### config.mk
export PLATFORM = sky130hd
export DESIGN_NAME = psr_reset_ctrl
export DESIGN_NICKNAME = d
export VERILOG_FILES = /design/src/psr_pkg.sv /design/src/psr_reg_if.sv /design/src/psr_reset_ctrl.sv /design/src/psr_reset_drive.sv /design/src/psr_reset_reg.sv
export SDC_FILE = /design/constraint.sdc
export NUM_CORES = 1
export LEC_CHECK = 0
export ABC_AREA = 1
export ABC_CLOCK_PERIOD_IN_PS = 1600
export BUFFER_PORTS_ARGS = -buffer_cell sky130_fd_sc_hd__buf_2
export CELL_PAD_IN_SITES_DETAIL_PLACEMENT = 1
export CELL_PAD_IN_SITES_GLOBAL_PLACEMENT = 1
export CORE_ASPECT_RATIO = 0.7
export CORE_MARGIN = 1.5
export CORE_UTILIZATION = 33
export CTS_CLUSTER_DIAMETER = 200
export DETAILED_ROUTE_END_ITERATION = 10
export GPL_TIMING_DRIVEN = 0
export PLACE_DENSITY = 0.9
export SLEW_MARGIN = 20
export SYNTH_ARGS = -nofsm -noshare
export SYNTH_HDL_FRONTEND = slang
export SYNTH_SLANG_ARGS = --single-unit
### constraint.sdc
create_clock -name clock -period 1.6 [get_ports clock]
set_input_delay 0.16 -clock clock [delete_from_list [all_inputs] [get_ports clock]]
set_output_delay 0.16 -clock clock [all_outputs]
set_load 0.02 [all_outputs]
### src/psr_pkg.sv
// constants shared by the peripheral software reset control block
// Contract
// - low register writes masked by capability one
// - high register writes masked by capability two
// - low bit 20 resets pwm module
// - low bit 16 resets converter 0
// - low bit 6 resets hibernation module
// - low bit 3 resets watchdog unit
// - reserved bits read zero, writes ignored
// - both registers reset to all zeros
// - high low-half bits reset serial, two-wire, decoder units
package psr_pkg;

  // bus geometry
  localparam int unsigned ADDR_W = 12;
  localparam int unsigned DATA_W = 32;
  localparam int unsigned STRB_W = 4;

  // register byte offsets
  localparam logic [11:0] LOW_OFFSET = 12'h040;
  localparam logic [11:0] HIGH_OFFSET = 12'h044;

  // reset value of both registers
  localparam logic [31:0] RESET_VALUE = 32'h0000_0000;

  // implemented field bits; everything else is reserved
  localparam logic [31:0] LOW_FIELD_MASK = 32'h0011_0048;
  localparam logic [31:0] HIGH_FIELD_MASK = 32'h070F_5337;

  // field positions, low register
  localparam int unsigned PWM_POS = 20;
  localparam int unsigned CONVERTER0_POS = 16;
  localparam int unsigned HIBERNATION_POS = 6;
  localparam int unsigned WATCHDOG_POS = 3;

  // field positions, high register
  localparam int unsigned COMPARATOR0_POS = 24;
  localparam int unsigned COMPARATOR_NUM = 3;
  localparam int unsigned GP_COUNTER0_POS = 16;
  localparam int unsigned GP_COUNTER_NUM = 4;
  localparam int unsigned TWO_WIRE1_POS = 14;
  localparam int unsigned TWO_WIRE0_POS = 12;
  localparam int unsigned QUAD_DECODER0_POS = 8;
  localparam int unsigned QUAD_DECODER_NUM = 2;
  localparam int unsigned SYNC_SERIAL0_POS = 4;
  localparam int unsigned SYNC_SERIAL_NUM = 2;
  localparam int unsigned ASYNC_SERIAL0_POS = 0;
  localparam int unsigned ASYNC_SERIAL_NUM = 3;

  // response codes
  typedef logic [1:0] psr_resp_type;
  localparam psr_resp_type RESP_OKAY = 2'h0;
  localparam psr_resp_type RESP_SLVERR = 2'h2;

endpackage

### src/psr_reg_if.sv
// carrier between the bus front end, a reset register and its output stage
interface psr_reg_if;
  logic wr_stb; // one-cycle write pulse
  logic [31:0] wr_data; // write data
  logic [3:0] wr_strb; // byte enables
  logic [31:0] cap_mask; // capability mask for this register
  logic [31:0] value; // current register contents

  // bus front end side
  modport ctrl (output wr_stb, output wr_data, output wr_strb, output cap_mask,
                input value);
  // register side
  modport regs (input wr_stb, input wr_data, input wr_strb, input cap_mask,
                output value);
  // output stage side
  modport watch (input value);
endinterface

### src/psr_reset_ctrl.sv
// top of the peripheral software reset control block with axi4-lite slave
//
// The implementer's own choice: the AXI4-Lite interface to the registers.
module psr_reset_ctrl (
  // clock and reset
  input wire logic clock,
  input wire logic reset,
  // axi4-lite write address
  input wire logic s_axi_awvalid,
  output logic s_axi_awready,
  input wire logic [11:0] s_axi_awaddr,
  // axi4-lite write data
  input wire logic s_axi_wvalid,
  output logic s_axi_wready,
  input wire logic [31:0] s_axi_wdata,
  input wire logic [3:0] s_axi_wstrb,
  // axi4-lite write response
  output logic s_axi_bvalid,
  input wire logic s_axi_bready,
  output logic [1:0] s_axi_bresp,
  // axi4-lite read address
  input wire logic s_axi_arvalid,
  output logic s_axi_arready,
  input wire logic [11:0] s_axi_araddr,
  // axi4-lite read data
  output logic s_axi_rvalid,
  input wire logic s_axi_rready,
  output logic [31:0] s_axi_rdata,
  output logic [1:0] s_axi_rresp,
  // capability masks, same clock domain
  input wire logic [31:0] capability_mask_one,
  input wire logic [31:0] capability_mask_two,
  // resets from the low register
  output logic pwm_reset,
  output logic converter0_reset,
  output logic hibernation_reset,
  output logic watchdog_reset,
  // resets from the high register
  output logic [2:0] comparator_reset,
  output logic [3:0] gp_counter_reset,
  output logic [1:0] two_wire_reset,
  output logic [1:0] quad_decoder_reset,
  output logic [1:0] sync_serial_reset,
  output logic [2:0] async_serial_reset
);

  // a thin slave: two storage registers, two output stages
  // and the channel bookkeeping around them
  // the capability masks come from logic on this clock, so the
  // whole block is one domain and needs no synchroniser
  // register carriers
  psr_reg_if low_bus ();
  psr_reg_if high_bus ();

  // held copies let address and data land on different edges;
  // the master may offer either channel first
  // write address holding
  logic aw_held_ff; // address taken, write not yet done
  logic [11:0] aw_addr_ff; // held write address

  // write data holding
  logic w_held_ff; // data taken, write not yet done
  logic [31:0] w_data_ff; // held write data
  logic [3:0] w_strb_ff; // held byte enables

  // write response
  logic bvalid_ff; // response pending
  logic [1:0] bresp_ff; // response code

  // read channel
  logic rvalid_ff; // read data pending
  logic [31:0] rdata_ff; // read data
  logic [1:0] rresp_ff; // read response code

  // combined handshake terms
  logic aw_take; // address moves this edge
  logic w_take; // data moves this edge
  logic ar_take; // read address moves this edge
  logic have_aw; // address available for the write
  logic have_w; // data available for the write
  logic do_write; // both halves present, write happens now

  // selected write payload, held copy or live bus
  logic [11:0] wr_addr;
  logic [31:0] wr_data;
  logic [3:0] wr_strb;

  // address decode
  logic wr_hit_low; // write targets the low register
  logic wr_hit_high; // write targets the high register
  logic wr_hit; // write targets any register
  logic rd_hit_low; // read targets the low register
  logic rd_hit_high; // read targets the high register
  logic [31:0] nxt_rdata; // read mux result
  logic [1:0] nxt_rresp; // read response result

  // flopped reset lines from the output stages
  logic [31:0] low_lines;
  logic [31:0] high_lines;

  // ready terms; a channel stalls while its half is held or
  // a response is still waiting, so one write at a time
  assign s_axi_awready = !aw_held_ff && !bvalid_ff;
  assign s_axi_wready = !w_held_ff && !bvalid_ff;
  // one read at a time; no new address while data waits
  assign s_axi_arready = !rvalid_ff;
  // readies stay low for as long as bvalid stands, so a second
  // write cannot slip in behind an unanswered first one

  // handshake detection
  assign aw_take = s_axi_awvalid && s_axi_awready;
  assign w_take = s_axi_wvalid && s_axi_wready;
  assign ar_take = s_axi_arvalid && s_axi_arready;

  // a write fires once both halves are in, in either order
  assign have_aw = aw_held_ff || aw_take;
  assign have_w = w_held_ff || w_take;
  assign do_write = have_aw && have_w;
  // both halves on one edge costs no extra cycle; a split
  // write simply waits in the held copies

  // payload selection: held copy wins over the live bus
  assign wr_addr = aw_held_ff ? aw_addr_ff : s_axi_awaddr;
  assign wr_data = w_held_ff ? w_data_ff : s_axi_wdata;
  assign wr_strb = w_held_ff ? w_strb_ff : s_axi_wstrb;

  // write decode on word address; the two low address bits are ignored
  assign wr_hit_low = (wr_addr[11:2] == psr_pkg::LOW_OFFSET[11:2]);
  assign wr_hit_high = (wr_addr[11:2] == psr_pkg::HIGH_OFFSET[11:2]);
  assign wr_hit = wr_hit_low || wr_hit_high;
  // a miss still completes the handshake, only the code differs;
  // a stalled bus would hurt more than a dropped write

  // read decode on word address
  assign rd_hit_low = (s_axi_araddr[11:2] == psr_pkg::LOW_OFFSET[11:2]);
  assign rd_hit_high = (s_axi_araddr[11:2] == psr_pkg::HIGH_OFFSET[11:2]);

  // low register access
  assign low_bus.wr_stb = do_write && wr_hit_low;
  assign low_bus.wr_data = wr_data;
  assign low_bus.wr_strb = wr_strb;
  // absent units in the low register are locked out
  assign low_bus.cap_mask = capability_mask_one;

  // high register access
  assign high_bus.wr_stb = do_write && wr_hit_high;
  assign high_bus.wr_data = wr_data;
  assign high_bus.wr_strb = wr_strb;
  // absent units in the high register are locked out
  assign high_bus.cap_mask = capability_mask_two;

  // each register masks its own writes; the bus side only picks
  // which one is strobed and never sees reserved bits
  // low register storage
  psr_reset_reg #(
    .FIELD_MASK(psr_pkg::LOW_FIELD_MASK)
  ) u_low_reg (
    .clock(clock),
    .reset(reset),
    .bus(low_bus)
  );

  // high register storage
  psr_reset_reg #(
    .FIELD_MASK(psr_pkg::HIGH_FIELD_MASK)
  ) u_high_reg (
    .clock(clock),
    .reset(reset),
    .bus(high_bus)
  );

  // output stages cost one clock of lag but keep decode
  // glitches off the peripheral reset nets
  // low register output stage
  psr_reset_drive u_low_drive (
    .clock(clock),
    .reset(reset),
    .bus(low_bus),
    .lines(low_lines)
  );

  // high register output stage
  psr_reset_drive u_high_drive (
    .clock(clock),
    .reset(reset),
    .bus(high_bus),
    .lines(high_lines)
  );

  // write address hold: kept only while data has not yet arrived
  always_ff @(posedge clock) begin
    if (reset) begin
      aw_held_ff <= 1'b0;
    end else if (do_write) begin
      // write done, nothing left to hold
      aw_held_ff <= 1'b0;
    end else if (aw_take) begin
      // address alone, wait for data
      aw_held_ff <= 1'b1;
    end
  end

  // address copy refreshed on every take, used only when held
  // write address capture
  always_ff @(posedge clock) begin
    if (reset) begin
      aw_addr_ff <= 12'h000;
    end else if (aw_take) begin
      aw_addr_ff <= s_axi_awaddr;
    end
  end

  // write data hold: kept only while the address has not yet arrived
  always_ff @(posedge clock) begin
    if (reset) begin
      w_held_ff <= 1'b0;
    end else if (do_write) begin
      // write done, nothing left to hold
      w_held_ff <= 1'b0;
    end else if (w_take) begin
      // data alone, wait for address
      w_held_ff <= 1'b1;
    end
  end

  // data and byte enables are kept together, never split
  // write data capture
  always_ff @(posedge clock) begin
    if (reset) begin
      w_data_ff <= 32'h0000_0000;
      w_strb_ff <= 4'h0;
    end else if (w_take) begin
      w_data_ff <= s_axi_wdata;
      w_strb_ff <= s_axi_wstrb;
    end
  end

  // a response left waiting blocks both write channels
  // write response; raised the edge the write is done
  always_ff @(posedge clock) begin
    if (reset) begin
      bvalid_ff <= 1'b0;
    end else if (do_write) begin
      // do_write cannot happen while bvalid is up, readies are low
      bvalid_ff <= 1'b1;
    end else if (s_axi_bready) begin
      // response accepted by the master
      bvalid_ff <= 1'b0;
    end
  end

  // write response code; an unmapped write changes nothing
  always_ff @(posedge clock) begin
    if (reset) begin
      bresp_ff <= psr_pkg::RESP_OKAY;
    end else if (do_write) begin
      if (wr_hit) begin
        bresp_ff <= psr_pkg::RESP_OKAY;
      end else begin
        bresp_ff <= psr_pkg::RESP_SLVERR;
      end
    end
  end

  // the mux sees stored contents, so a read taken on the edge of
  // a write returns the old value
  // read mux; reserved bits never get stored, so they read as zero
  always_comb begin
    nxt_rdata = 32'h0000_0000;
    nxt_rresp = psr_pkg::RESP_OKAY;
    if (rd_hit_low) begin
      nxt_rdata = low_bus.value & psr_pkg::LOW_FIELD_MASK;
    end else if (rd_hit_high) begin
      nxt_rdata = high_bus.value & psr_pkg::HIGH_FIELD_MASK;
    end else begin
      // unmapped: zero data with an error code
      nxt_rresp = psr_pkg::RESP_SLVERR;
    end
  end

  // reads never wait on writes; the paths share only storage
  // read valid; data follows one edge after the address
  always_ff @(posedge clock) begin
    if (reset) begin
      rvalid_ff <= 1'b0;
    end else if (ar_take) begin
      rvalid_ff <= 1'b1;
    end else if (s_axi_rready) begin
      // data accepted by the master
      rvalid_ff <= 1'b0;
    end
  end

  // read data capture; stays put until the next read is taken
  always_ff @(posedge clock) begin
    if (reset) begin
      rdata_ff <= psr_pkg::RESET_VALUE;
      rresp_ff <= psr_pkg::RESP_OKAY;
    end else if (ar_take) begin
      rdata_ff <= nxt_rdata;
      rresp_ff <= nxt_rresp;
    end
  end

  // every response signal below comes straight from a flop
  // bus outputs
  assign s_axi_bvalid = bvalid_ff;
  assign s_axi_bresp = bresp_ff;
  assign s_axi_rvalid = rvalid_ff;
  assign s_axi_rdata = rdata_ff;
  assign s_axi_rresp = rresp_ff;

  // positions come from the package; a moved field changes
  // here without touching storage or bus logic
  // low register fan-out; a line stays high while its bit is set
  assign pwm_reset = low_lines[psr_pkg::PWM_POS];
  assign converter0_reset = low_lines[psr_pkg::CONVERTER0_POS];
  assign hibernation_reset = low_lines[psr_pkg::HIBERNATION_POS];
  assign watchdog_reset = low_lines[psr_pkg::WATCHDOG_POS];

  // comparators 2..0 from the top field
  assign comparator_reset =
    high_lines[psr_pkg::COMPARATOR0_POS +: psr_pkg::COMPARATOR_NUM];

  // general-purpose counters 3..0
  assign gp_counter_reset =
    high_lines[psr_pkg::GP_COUNTER0_POS +: psr_pkg::GP_COUNTER_NUM];

  // two-wire units sit on non-adjacent bits
  assign two_wire_reset = {high_lines[psr_pkg::TWO_WIRE1_POS],
                           high_lines[psr_pkg::TWO_WIRE0_POS]};

  // quadrature decoders 1..0
  assign quad_decoder_reset =
    high_lines[psr_pkg::QUAD_DECODER0_POS +: psr_pkg::QUAD_DECODER_NUM];

  // synchronous serial units 1..0
  assign sync_serial_reset =
    high_lines[psr_pkg::SYNC_SERIAL0_POS +: psr_pkg::SYNC_SERIAL_NUM];

  // asynchronous serial units 2..0
  assign async_serial_reset =
    high_lines[psr_pkg::ASYNC_SERIAL0_POS +: psr_pkg::ASYNC_SERIAL_NUM];

  // high bits 31:27, 23:20, 15, 13, 11:10, 7:6 and 3 reach no pin;
  // their storage is masked to zero and trims away
endmodule

### src/psr_reset_drive.sv
// registered output stage from register bits to peripheral reset lines
module psr_reset_drive (
  // clock and reset
  input wire logic clock,
  input wire logic reset,
  // register contents
  psr_reg_if.watch bus,
  // peripheral reset lines, active high
  output logic [31:0] lines
);

  logic [31:0] lines_ff; // flopped so the lines are glitch free

  // system reset also asserts nothing here; the peripherals
  // get the system reset on their own path
  always_ff @(posedge clock) begin
    if (reset) begin
      lines_ff <= psr_pkg::RESET_VALUE;
    end else begin
      lines_ff <= bus.value;
    end
  end

  assign lines = lines_ff;

endmodule

### src/psr_reset_reg.sv
// one software reset register with capability and field masking
module psr_reset_reg #(
  parameter logic [31:0] FIELD_MASK = 32'h0000_0000
) (
  // clock and reset
  input wire logic clock,
  input wire logic reset,
  // register access
  psr_reg_if.regs bus
);

  logic [31:0] value_ff; // stored reset bits
  logic [31:0] wr_mask; // bits this write may change
  logic [31:0] nxt_value;

  // byte enables widened, then limited to fields of present units
  always_comb begin
    for (int i = 0; i < 4; i++) begin
      wr_mask[i*8 +: 8] = {8{bus.wr_strb[i]}};
    end
    // absent units and reserved bits never change
    wr_mask = wr_mask & FIELD_MASK & bus.cap_mask;
    nxt_value = (value_ff & ~wr_mask) | (bus.wr_data & wr_mask);
  end

  // storage; cleared on system reset
  always_ff @(posedge clock) begin
    if (reset) begin
      value_ff <= psr_pkg::RESET_VALUE;
    end else if (bus.wr_stb) begin
      value_ff <= nxt_value;
    end
  end

  assign bus.value = value_ff;

endmodule
# ---- Word level (Yosys, flattened, before mapping)
# Cells that the tools add are included.
dict set report classes {
  n_reduce_logical 18
  muxes 12
  n_bitwise 10
  n_eq_ne 4
}
# cell n
set ops {}
lappend ops {{bitwise AND 32 bit} 4}
lappend ops {{NOT 32 bit} 2}
lappend ops {{OR 32 bit} 2}
lappend ops {{2-to-1 mux 27 bit} 2}
lappend ops {{equality test 10 x 5 -> 1 bit, second input constant} 4}
lappend ops {{bitwise AND 21 x 32 -> 32 bit} 1}
lappend ops {{bitwise AND 27 x 32 -> 32 bit} 1}
lappend ops {{2-to-1 mux 32 bit} 1}
lappend ops {{2-to-1 mux 12 bit} 1}
lappend ops {{logical AND 1 bit} 8}
lappend ops {{2-to-1 mux 2 bit} 3}
lappend ops {{logical NOT 1 bit} 4}
lappend ops {{2-to-1 mux 1 bit} 4}
lappend ops {{2-to-1 mux 4 bit} 1}
lappend ops {{nonzero test 2 bit} 2}
lappend ops {{logical OR 1 bit} 3}
lappend ops {{OR reduction 2 bit} 1}
dict set report totals {
  output_inout_bits 61
  register_bits 200
}

# ---- Logic depth before layout (Yosys ltp)
# Gate-level depths: netlist of the first run.
dict set report logic_depth {
  word_depth 6
  ltp_mapped 12
  mapped_depth_nobuf 10
}

# ---- Modules after synthesis
# Synthesis of the first run repeated with hierarchy kept, for this count alone.
dict set report hier_totals {
  hier_cells 894
  area_unflattened_um2 6573.8
}
# module seq_area_each_um2 n_inst cells_each area_per_inst_um2
set by_module_without_submodules {}
lappend by_module_without_submodules {psr_reset_ctrl 1421.4 1 505 3427.0}
lappend by_module_without_submodules {psr_reset_drive 640.6 2 99 914.6}
lappend by_module_without_submodules {{psr_reset_reg at u_high_reg} 320.3 1 133 924.6}
lappend by_module_without_submodules {{psr_reset_reg at u_low_reg} 80.1 1 58 392.9}

# ---- Least setup slack after synthesis of the first run
# Ideal clock, no wire load.
dict set report synth_path {
  path_type {reg2reg}
  from {register rvalid_ff, in the netlist s_axi_rvalid}
  to {register rdata_ff[12], in the netlist s_axi_rdata[12]}
  path_buffers 2
  path_stages_with_launch 7
  slack_ps 140
  required_time_ps 1540
  setup_ps 60
  t_arrival_ps 1401
  period_less_slack_ps 1460
  cell_sequence {dfxtp_1 -> inv_1 -> nand2_1 -> clkbuf_1 -> clkbuf_1 -> nand3_1 -> nand2_1}
}
dict set report synth_between {
  elab_chain_len 2
}
# item line_no
set synth_rtl {}
lappend synth_rtl {{start, declared} psr_reset_ctrl.sv:71} ;# logic rvalid_ff;
lappend synth_rtl {{start signal, assigned} psr_reset_ctrl.sv:285} ;# rvalid_ff <= 1'b0;
lappend synth_rtl {{start signal, assigned} psr_reset_ctrl.sv:287} ;# rvalid_ff <= 1'b1;
lappend synth_rtl {{start signal, assigned} psr_reset_ctrl.sv:290} ;# rvalid_ff <= 1'b0;
lappend synth_rtl {{logical NOT 1 bit} psr_reset_ctrl.sv:106} ;# assign s_axi_arready = !rvalid_ff;
lappend synth_rtl {{named net s_axi_arready} psr_reset_ctrl.sv:23} ;# output logic s_axi_arready,
lappend synth_rtl {{logical AND 1 bit} psr_reset_ctrl.sv:113} ;# assign ar_take = s_axi_arvalid && s_axi_arready;
lappend synth_rtl {{end signal, assigned} psr_reset_ctrl.sv:297} ;# rdata_ff <= psr_pkg::RESET_VALUE;
lappend synth_rtl {{end signal, assigned} psr_reset_ctrl.sv:300} ;# rdata_ff <= nxt_rdata;
lappend synth_rtl {{end, declared} psr_reset_ctrl.sv:72} ;# logic [31:0] rdata_ff;
# The timed path passes the listed nets, and every way through them passes these cells.
# A chain may end at the register's enable or synchronous reset.

==> reports/qor.txt, run 1 <==
endpoints failing setup - 16
die width - 142 um
# DRC - 0
min-delay worst type - in2reg
Worst-Skew Late Latency - 0.35 ns
Least-Margin Pin Slew - 0.656 ns
total iterations of the first detailed-routing run - 4
root buffer cell - clkbuf_16
grt ovf - 0
worst path arrival time - 1.89 ns
fraction of layout cells with a size suffix above 1 - 27.6%
Global Route Usage Sum - 20.8%
H-tree depth - 3
CTS buffer count - 9
CTS tree - done
row cnt - 35
setup TNS - -0.365 ns
Reg2Reg Depth - 9
Core Util, Final - 44.5%
leakage power total - 2.84 nW
Post-synth top flop - dfxtp_1
RD Place Congestion - 0.856
achievable clock frequency - 604 MHz
mean post-synth cell area - 7.10 um^2
Worst EP required - 1.84 ns
Min-Delay Startpoint - s_axi_awaddr[10]
vias in the first global route - 4673
Sink Count - 98
largest net degree at the start of global routing - 18
height of the chip - 100 um
P per Cell Area - 1060 nW/um^2
max cap viols - 0
WL per Instance - 14.6 um
Final HPWL DP - 10.6 mm
core area - 13200 um^2
WHS - 0.0573 ns
hold buffers post-CTS - 0
global-route wire length before repair - 23.2 mm
Mapped Area - 4460 um^2
sequential area share after synthesis - 44.0%
most frequent cells in the layout - nor2_1, buf_2, inv_1, dfxtp_1, nand2_1
Hold Fails Final Rpt - 0
I/O Buffers - 114
area grow syn2layout - 31.4%
Min Clock Period, post-route - 1.66 ns
final worst setup slack - -0.0568 ns
Final nets - 910
critical path class - reg2reg
Reg clk slew, reported paths - 0.07 ns
post-route clock period utilization - 104%
Initial Utilization - 33.9%
Netlist cell types - 31
Slew Limit Fails - 0
Total Wirelength - 14.1 mm
CP Max Fanout - 5
total power - 6.24 mW
Mapped Cells - 629
Hold Path Sink - aw_addr_ff[10]$_SDFFE_PP0P_
initial antenna violation count - 0
vias - 4486
Crit Reg-Reg Startpoint - aw_held_ff$_SDFFE_PP0P_
initial DRC count - 192
Synth Warn # - 0
slew margin rel. - 56.3%
Synth async-reset ratio - 0%
clock skew - 0.0105 ns
worst hold path depth - 3
RSZ-0062 raised after global routing - yes
reg2reg setup slack - -0.06 ns
status - complete, but fails checks
clock buffer depth - 2
crit path capture type - flop
Final ANT Viol Nets - 0
Max VDD drop - 0.539 mV
Yosys reg bits - 98
number of synthesized flops with an enable pin - 0
startpoint types - flop
commonest non-fill, non-tap cell in the layout - nor2_1
Ports - 192
die area - 14200 um^2
Via density - 4.63
pre-CTS WS - -0.192 ns
failing checks - setup timing
Antenna diodes - 0
[synth_stat cells, drive strengths merged, types with 2 or more instances]
cell	number	area (um^2)
o21ai	55	287
nor2	148	606
clkbuf	12	45.0
buf	31	228
nand2	79	314
clkinv	2	7.51
inv	100	380
dfxtp	98	1960
nand4	22	153
mux2i	8	80.1
nand3	40	200
a21oi	26	130
nor3b	2	20.0
[per-layer routing]
metal | vias to the layer above | GRT usage [%] | share of wire [%]
met5 | - | 0 | 0
li1 | 2232 | - | -
met4 | 0 | 5.47 | 1.6
met2 | 116 | 34.8 | 45
met1 | 2118 | 27.4 | 48
met3 | 20 | 4.34 | 5.5
[cells by family (layout without fill, tap and decap cells)]
logic type	Yosys count	after routing	synth area share (%)
and+or+nand+nor	295	295	29.9
other	1	15	0.0840
muxes	8	8	1.79
buffers and inverters	145	286	14.8
AOI/OAI and AO/OA	82	82	9.50
DFF	98	98	44.0
[per-stage QoR]
stage	instance area, um^2	instances
finish	5860	969
global route	5860	969
detailed placement	5320	942
CTS	5780	967
floorplan	4520	643
global placement	5320	942
[power breakdown]
part	leakage, nW	total, mW	switching [mW]	internal, mW
Sequential	0.799	2.62	0.0617	2.56
Combinational	1.87	1.09	0.713	0.374
Clock	0.167	2.53	0.987	1.54
Total	2.84	6.24	1.76	4.48
[worst max-delay path, stage by stage, from the launching register on]
cell and delay [ns]:
dfxtp_2 0.35, buf_6 0.14, nand2_4 0.06, o21ai_4 0.27
nand2_2 0.10, nor2_4 0.23, buf_6 0.16, nand4_1 0.09
nand2_1 0.08, nor2_1 0.05
[final cells by class]
cell class	instances	area [um^2]
Timing Repair Buffer	125	687
Buffer	43	287
Clock buffer	9	225
Multi-Input combinational cell	400	1950
Clock inverter	7	124
Tap cell	185	231
Sequential cell	98	1970
Fill cell	1701	7320
Inverter	102	392
[how the worst max path moves through the flow]
stage / cells after the start / from / endpoint / slack [ns]
5_1_grt: 9 / aw_held_ff$_SDFFE_PP0P_ / flop / -0.12
4_1_cts: 7 / w_held_ff$_SDFFE_PP0P_ / flop / 0.01
3_3_place_gp: 6 / w_held_ff$_SDFFE_PP0P_ / flop / -0.17
2_1_floorplan: 6 / s_axi_rvalid$_SDFFE_PP0P_ / s_axi_rdata[12]$_SDFFE_PP0P_ / 0.14
6_report: 9 / aw_held_ff$_SDFFE_PP0P_ / flop / -0.06
3_5_place_dp: 6 / w_held_ff$_SDFFE_PP0P_ / flop / -0.19
[timing repair]
item	CTS	global route
buffers inserted	7	2
cloned	2	0
setup endpoints to repair	53	53
pin swaps	2	21
hold endpoints to repair	0	0
gates resized for setup	13	22
Note: power is estimated with default switching activity, not from simulation.
==> run 2: changes to the inputs <==
--- a/config.mk
+++ b/config.mk
@@ -5,19 +5,20 @@
 export SDC_FILE = /design/constraint.sdc
 export NUM_CORES = 1
 export LEC_CHECK = 0
-export ABC_AREA = 1
+export ABC_AREA = 0
 export ABC_CLOCK_PERIOD_IN_PS = 1600
 export BUFFER_PORTS_ARGS = -buffer_cell sky130_fd_sc_hd__buf_2
 export CELL_PAD_IN_SITES_DETAIL_PLACEMENT = 1
 export CELL_PAD_IN_SITES_GLOBAL_PLACEMENT = 1
 export CORE_ASPECT_RATIO = 0.7
 export CORE_MARGIN = 1.5
-export CORE_UTILIZATION = 33
+export CORE_UTILIZATION = 34
 export CTS_CLUSTER_DIAMETER = 200
 export DETAILED_ROUTE_END_ITERATION = 10
 export GPL_TIMING_DRIVEN = 0
-export PLACE_DENSITY = 0.9
+export PLACE_DENSITY = 0.88
 export SLEW_MARGIN = 20
 export SYNTH_ARGS = -nofsm -noshare
 export SYNTH_HDL_FRONTEND = slang
 export SYNTH_SLANG_ARGS = --single-unit
+export TNS_END_PERCENT = 100
==> run 2 against run 1 <==
Effect of this change:
- the run still ends with setup timing left
- clock-buffer cell count grew 1
- combinational power shrank 19%
- clock power shrank 15%
- non-clock buffer count shrank 8
- critical path type unchanged
- highest routed layer is now met5
==> reports/qor.txt, run 2 <==
Reg clk slew, reported paths - 0.07 ns (about the same)
Reg area - 1970 um^2 (+0.13%)
Least-Margin Pin Slew - 0.606 ns (-0.0496 ns)
grt ovf - 0 (unchanged)
CP Max Fanout - 10 (+5)
RSZ-0062 raised after global routing - yes
final instance area - 5700 um^2 (-2.8%)
initial DRC count - 120 (-38%)
fraction of layout cells with a size suffix above 1 - 40.7% (+13 points)
vias in the first global route - 3808 (-19%)
final std cells w/o fill - 718 (-26%)
initial antenna violation count - 2 (+2)
Largest stage delay, worst path - 0.39 ns (+0.04 ns)
Synth async-reset ratio - 0% (unchanged)
Reg2Reg Depth - 5 (-4)
Total Wirelength - 13.3 mm (-5.5%)
crit path from - aw_held_ff$_SDFFE_PP0P_
Max VDD drop - 0.565 mV (+4.8%)
dominant cell type by area after synthesis - dfxtp_1
XOR/XNOR Fraction of Synth Area - 0% (unchanged)
Synth Area in Compound Gates - 8.49% (-1.0 points)
Final ANT Viol Nets - 0 (unchanged)
post-route clock period utilization - 117% (+13 points)
Synth Area in Simple Gates - 23.6% (-6.3 points)
Final HPWL DP - 9.95 mm (-6.0%)
Core Util, Final - 48.3% (+3.8 points)
total power - 5.61 mW (-10%)
reg2reg setup slack - -0.27 ns (-0.21 ns)
clock buffer depth - 2 (unchanged)
CTS buffer count - 9 (unchanged)
leakage power total - 2.58 nW (-9.2%)
vias - 3520 (-22%)
RD Place Congestion - 0.750 (-12%)
top-area cell type share of the netlist area - 47.2% (+3.2 points)
Placed Cells - 695 (-26%)
multiplexer share of the synthesized area - 14.4% (+13 points)
min-delay worst type - in2reg
crit path capture type - flop
Min Clock Period, post-route - 1.87 ns (+0.211 ns)
CTS tree - done
critical-path cell list - nor4_2 > o22ai_4 > buf_12 > nor4b_4 > mux2_4
cell family with most CP delay - simple AND/OR/NAND/NOR gates
mean post-synth cell area - 10.1 um^2 (+43%)
Hold Fails Final Rpt - 0 (unchanged)
sequential area share after synthesis - 47.2% (+3.2 points)
core area - 11800 um^2 (-10%)
startpoint types - flop
Worst-Skew Late Latency - 0.35 ns (about the same)
Crit Reg-Reg Startpoint - aw_held_ff$_SDFFE_PP0P_
synthesized-area fraction occupied by adder cells - 0% (unchanged)
Commonest cells post-synth - dfxtp_1, nand2_1, nor2_1, mux2i_1, a21oi_1
most frequent cells in the layout - buf_2, dfxtp_1, nand2_1
post-place instance area - 5010 um^2 (-5.8%)
Bufs and invs on worst path - 1 (-1)
endpoints failing setup - 21 (+5)
Initial Utilization - 35.2% (+1.3 points)
achievable clock frequency - 535 MHz (-11%)
row cnt - 33 (-5.7%)
failing checks - setup timing
total iterations of the first detailed-routing run - 4 (unchanged)
status - complete, but fails checks
largest net degree at the start of global routing - 19 (+1)
global-route wire length before repair - 20.4 mm (-12%)
number of synthesized flops with an enable pin - 0 (unchanged)
clock skew - 0.00473 ns (-0.00580 ns)
worst path arrival time - 2.11 ns (+0.22 ns)
WL per Instance - 18.6 um (+28%)
Synth Warn # - 0 (unchanged)
Worst EP required - 1.84 ns (about the same)
max cap viols - 0 (unchanged)
critical path class - reg2reg
largest family of logic cells by synthesized area - simple AND/OR/NAND/NOR gates
Global Route Usage Sum - 20.9% (+0.096 points)
Multi-input gate area - 2280 um^2 (+17%)
root buffer cell - clkbuf_16
Final nets - 686 (-25%)
largest cells by area after synthesis - dfxtp_1, mux2i_1, mux2_1
Ports - 192 (unchanged)
area grow syn2layout - 37.1%
P per Cell Area - 984 nW/um^2 (-7.5%)
Sink Count - 98 (unchanged)
Fillers - 1365 (-20%)
die width - 135 um (-4.8%)
commonest non-fill, non-tap cell in the layout - buf_2
Slew Limit Fails - 0 (unchanged)
Post-synth top flop - dfxtp_1
Netlist cell types - 37 (+19%)
height of the chip - 95.5 um (-4.8%)
H-tree depth - 3 (unchanged)
final worst setup slack - -0.268 ns (-0.211 ns)
Mapped Cells - 410 (-35%)
slew margin rel. - 59.6% (+3.3 points)
# DRC - 0 (unchanged)
CP Depth - 5 (-4)
Via density - 4.90 (+5.9%)
I/O Buffers - 114 (unchanged)
most numerous cell in the Yosys netlist - dfxtp_1
Yosys reg bits - 98 (unchanged)
die area - 12900 um^2 (-9.4%)
Slowest-stage cell, CP - nor4_2
Mapped Area - 4160 um^2 (-6.9%)
[run 2: timing repair]
action	4_1_cts	5_1_grt
buffers inserted	2	2
cloned	0	2
hold buffers	1	0
gates resized for setup	39	30
pin swaps	4	12
hold endpoints to repair	1	0
endpoints found under the setup margin	57	51
[run 2: where the power goes]
group	switching [mW]	total, mW	internal, mW
Combinational	0.528	0.881	0.353
Sequential	0.0607	2.58	2.52
Clock	1.02	2.15	1.13
[run 2: worst min-delay path by stage]
stage | start | to | cells after the start
detailed placement | s_axi_rready | s_axi_rvalid$_SDFFE_PP0P_ | 2
global placement | s_axi_rready | s_axi_rvalid$_SDFFE_PP0P_ | 2
floorplan | s_axi_rready | s_axi_rvalid$_SDFFE_PP0P_ | 1
finish | s_axi_wstrb[1] | w_strb_ff[1]$_SDFFE_PP0P_ | 3
global route | s_axi_wstrb[1] | w_strb_ff[1]$_SDFFE_PP0P_ | 3
CTS | s_axi_wstrb[1] | w_strb_ff[1]$_SDFFE_PP0P_ | 3
[run 2: cells by family after synthesis]
| group | Yosys count |
|---|---|
| and+or+nand+nor | 160 |
| AOI/OAI and AO/OA | 51 |
| muxes | 56 |
| other | 1 |
| buffers and inverters | 44 |
| DFF | 98 |
[run 2: layer usage]
metal	global-route usage (%)	vias to the layer above	wire length, um
li1	-	1681	-
met2	36.8	100	6480
met5	0	-	10
met4	4.03	2	164
met3	5.37	21	792
met1	26.1	1716	5900
[run 2: final cells by class]
type / count / area share [%]
diodes: 1 / 0.0439
plain buffers: 39 / 5.18
clock buffers: 10 / 4.19
clock inverters: 6 / 0.988
inverters: 4 / 0.263
multi-input cells: 282 / 40.0
flip-flops and latches: 98 / 34.5
well taps: 157 / 3.45
repair buffers: 121 / 11.3
[run 2: worst register-to-register path: stages, from the launching register on]
cell	delay (ns)
dfxtp_4	0.37
nor4_2	0.39
o22ai_4	0.18
buf_12	0.20
nor4b_4	0.30
mux2_4	0.33
[run 2: stage by stage]
stage,worst slack (ns),TNS [ns],hold slack (ns)
6_report,-0.268,-5.00,0.0570
5_1_grt,-0.322,-6.13,0.0667
4_1_cts,-0.258,-4.70,0.0514
3_5_place_dp,-0.378,-13.94,0.352
3_3_place_gp,-0.350,-10.20,0.349
2_1_floorplan,-0.0242,-0.195,0.259
==> run 3: changes to the inputs <==
--- a/config.mk
+++ b/config.mk
@@ -7,7 +7,7 @@
 export LEC_CHECK = 0
 export ABC_AREA = 0
 export ABC_CLOCK_PERIOD_IN_PS = 1600
-export BUFFER_PORTS_ARGS = -buffer_cell sky130_fd_sc_hd__buf_2
+export BUFFER_PORTS_ARGS = -buffer_cell sky130_fd_sc_hd__buf_4
 export CELL_PAD_IN_SITES_DETAIL_PLACEMENT = 1
 export CELL_PAD_IN_SITES_GLOBAL_PLACEMENT = 1
 export CORE_ASPECT_RATIO = 0.7
==> run 3 against run 2 <==
Effect of this change:
- power rose by 0.82%
- sequential power hardly changed
- utilization up 1.8 points
- sequential share of layout area is 1.3 points lower
- largest cell class unchanged
- critical path depth is 2 higher
- worst setup slack lost 0.0044 ns
- the flow still finishes with violations (setup timing)
- clock skew rose by 0.0016 ns
- global-route usage about the same
- wire length decreased by 0.99%
- fmax is 0.24% lower
- final area rose by 3.8%
==> reports/qor.txt, run 3 (synthesis results as in run 2) <==
initial antenna violation count - 0 (-2)
H-tree depth - 3 (unchanged)
crit path from - aw_held_ff$_SDFFE_PP0P_
slew margin rel. - 60.8% (+1.2 points)
fraction of layout cells with a size suffix above 1 - 39.8% (-0.93 points)
Antenna diodes - 0 (-1)
CTS buffer count - 9 (unchanged)
Min-Delay Startpoint - s_axi_wdata[6]
Final ANT Viol Nets - 0 (unchanged)
RSZ-0062 raised after global routing - yes
Largest stage delay, worst path - 0.38 ns (about the same)
global-route wire length before repair - 20.3 mm (-0.77%)
commonest non-fill, non-tap cell in the layout - buf_4
initial DRC count - 162 (+35%)
Final nets - 689 (+0.44%)
Bufs and invs on worst path - 3 (+2)
critical-path cell list - buf_8 > buf_12 > a21bo_4 > nand4_1 > buf_4 > nor4b_4 > mux2_1
largest net degree at the start of global routing - 19 (unchanged)
Final HPWL DP - 9.74 mm (-2.1%)
most frequent cells in the layout - buf_4, dfxtp_1, nand2_1
Max VDD drop - 0.472 mV (-16%)
startpoint types - flop
I/O Buffers - 114 (unchanged)
CTS tree - done
post-route clock period utilization - 117% (+0.28 points)
Sink Count - 98 (unchanged)
worst path arrival time - 2.11 ns (about the same)
cell family with most CP delay - buffers and inverters
vias - 3559 (+1.1%)
achievable clock frequency - 534 MHz (-0.24%)
failing checks - setup timing
Least-Margin Pin Slew - 0.588 ns (-0.0187 ns)
Worst EP required - 1.84 ns (about the same)
setup TNS - -4.51 ns (+0.486 ns)
Initial Utilization - 35.2% (unchanged)
Slew Limit Fails - 0 (unchanged)
die area - 12900 um^2 (unchanged)
Slowest-stage cell, CP - dfxtp_4
Hold Fails Final Rpt - 0 (unchanged)
leakage power total - 2.59 nW (+0.61%)
final worst setup slack - -0.272 ns (-0.00444 ns)
die width - 135 um (unchanged)
core area - 11800 um^2 (unchanged)
post-place instance area - 5290 um^2 (+5.7%)
Ports - 192 (unchanged)
critical path class - reg2reg
Core Util, Final - 50.1% (+1.8 points)
clock skew - 0.00637 ns (+0.00164 ns)
# DRC - 0 (unchanged)
WL per Instance - 18.3 um (-1.3%)
Crit Reg-Reg Startpoint - aw_held_ff$_SDFFE_PP0P_
total power - 5.66 mW (+0.82%)
crit path capture type - flop
Worst-Skew Late Latency - 0.35 ns (about the same)
final instance area - 5920 um^2 (+3.8%)
min-delay worst type - in2reg
RD Place Congestion - 0.763 (+1.7%)
endpoints failing setup - 20 (-4.8%)
Min Clock Period, post-route - 1.87 ns (+0.00444 ns)
area grow syn2layout - 42.4%
total iterations of the first detailed-routing run - 4 (unchanged)
root buffer cell - clkbuf_16
clock buffer depth - 2 (unchanged)
Via density - 4.94 (+0.83%)
Reg clk slew, reported paths - 0.07 ns (about the same)
Global Route Usage Sum - 20.9% (about the same)
CP Max Fanout - 7 (-3)
status - complete, but fails checks
P per Cell Area - 956 nW/um^2 (-2.9%)
Total Wirelength - 13.2 mm (-0.99%)
height of the chip - 95.5 um (unchanged)
vias in the first global route - 3703 (-2.8%)
row cnt - 33 (unchanged)
grt ovf - 0 (unchanged)
max cap viols - 0 (unchanged)
-- run 3: path summary, 6_finish.rpt --
path | endpoint | slack, ns | cells after the start
hold / removal | w_data_ff[6]$_SDFFE_PP0P_ | 0.06 | 3
setup reg to reg | flop | -0.27 | 7
setup / recovery | flop | -0.27 | 7
hold reg to reg | w_data_ff[26]$_SDFFE_PP0P_ | 0.46 | 2
-- run 3: layer usage --
layer / up-vias / share of wire, % / track usage [%]
met2: 106 / 49 / 35.8
met3: 16 / 6.0 / 5.48
met5: - / 0 / 0
met1: 1744 / 44 / 26.3
met4: 0 / 1.3 / 5.47
li1: 1693 / - / -
-- run 3: layout make-up --
| cell class | instances | area [um^2] |
|---|---|---|
| clock buffer | 10 | 239 |
| sequential | 98 | 1970 |
| timing repair buffer | 124 | 947 |
| tap | 157 | 196 |
| inverter | 4 | 15.0 |
| clock inverter | 6 | 57.6 |
| multi-input combinational | 282 | 2210 |
| buffer | 39 | 287 |
| fill | 1345 | 5890 |
-- run 3: worst min-delay path: cells and delay by family --
kind	cells	cell delay, ns
AO/OA/AOI/OAI	1	0.05
buffers and inverters	1	0.11
AND/OR/NAND/NOR	1	0.05
-- run 3: through the flow --
stage / hold slack [ns] / cells / setup slack [ns]
CTS: 0.0512 / 717 / -0.253
global route: 0.0690 / 720 / -0.332
floorplan: 0.259 / 424 / -0.0242
finish: 0.0642 / 720 / -0.272
global placement: 0.349 / 695 / -0.334
detailed placement: 0.368 / 695 / -0.386
-- run 3: power breakdown --
group / internal (mW) / switching, mW
Clock: 1.13 / 1.01
Combinational: 0.414 / 0.526
Sequential: 2.51 / 0.0558
Total: 4.06 / 1.60
-- run 3: repair_timing --
action / CTS / global route
buffers inserted: 5 / 2
hold buffers: 1 / 0
pin swaps: 4 / 10
endpoints found under the hold margin: 1 / 0
gates cloned: 0 / 2
setup endpoints to repair: 57 / 63
gates resized for setup: 35 / 23
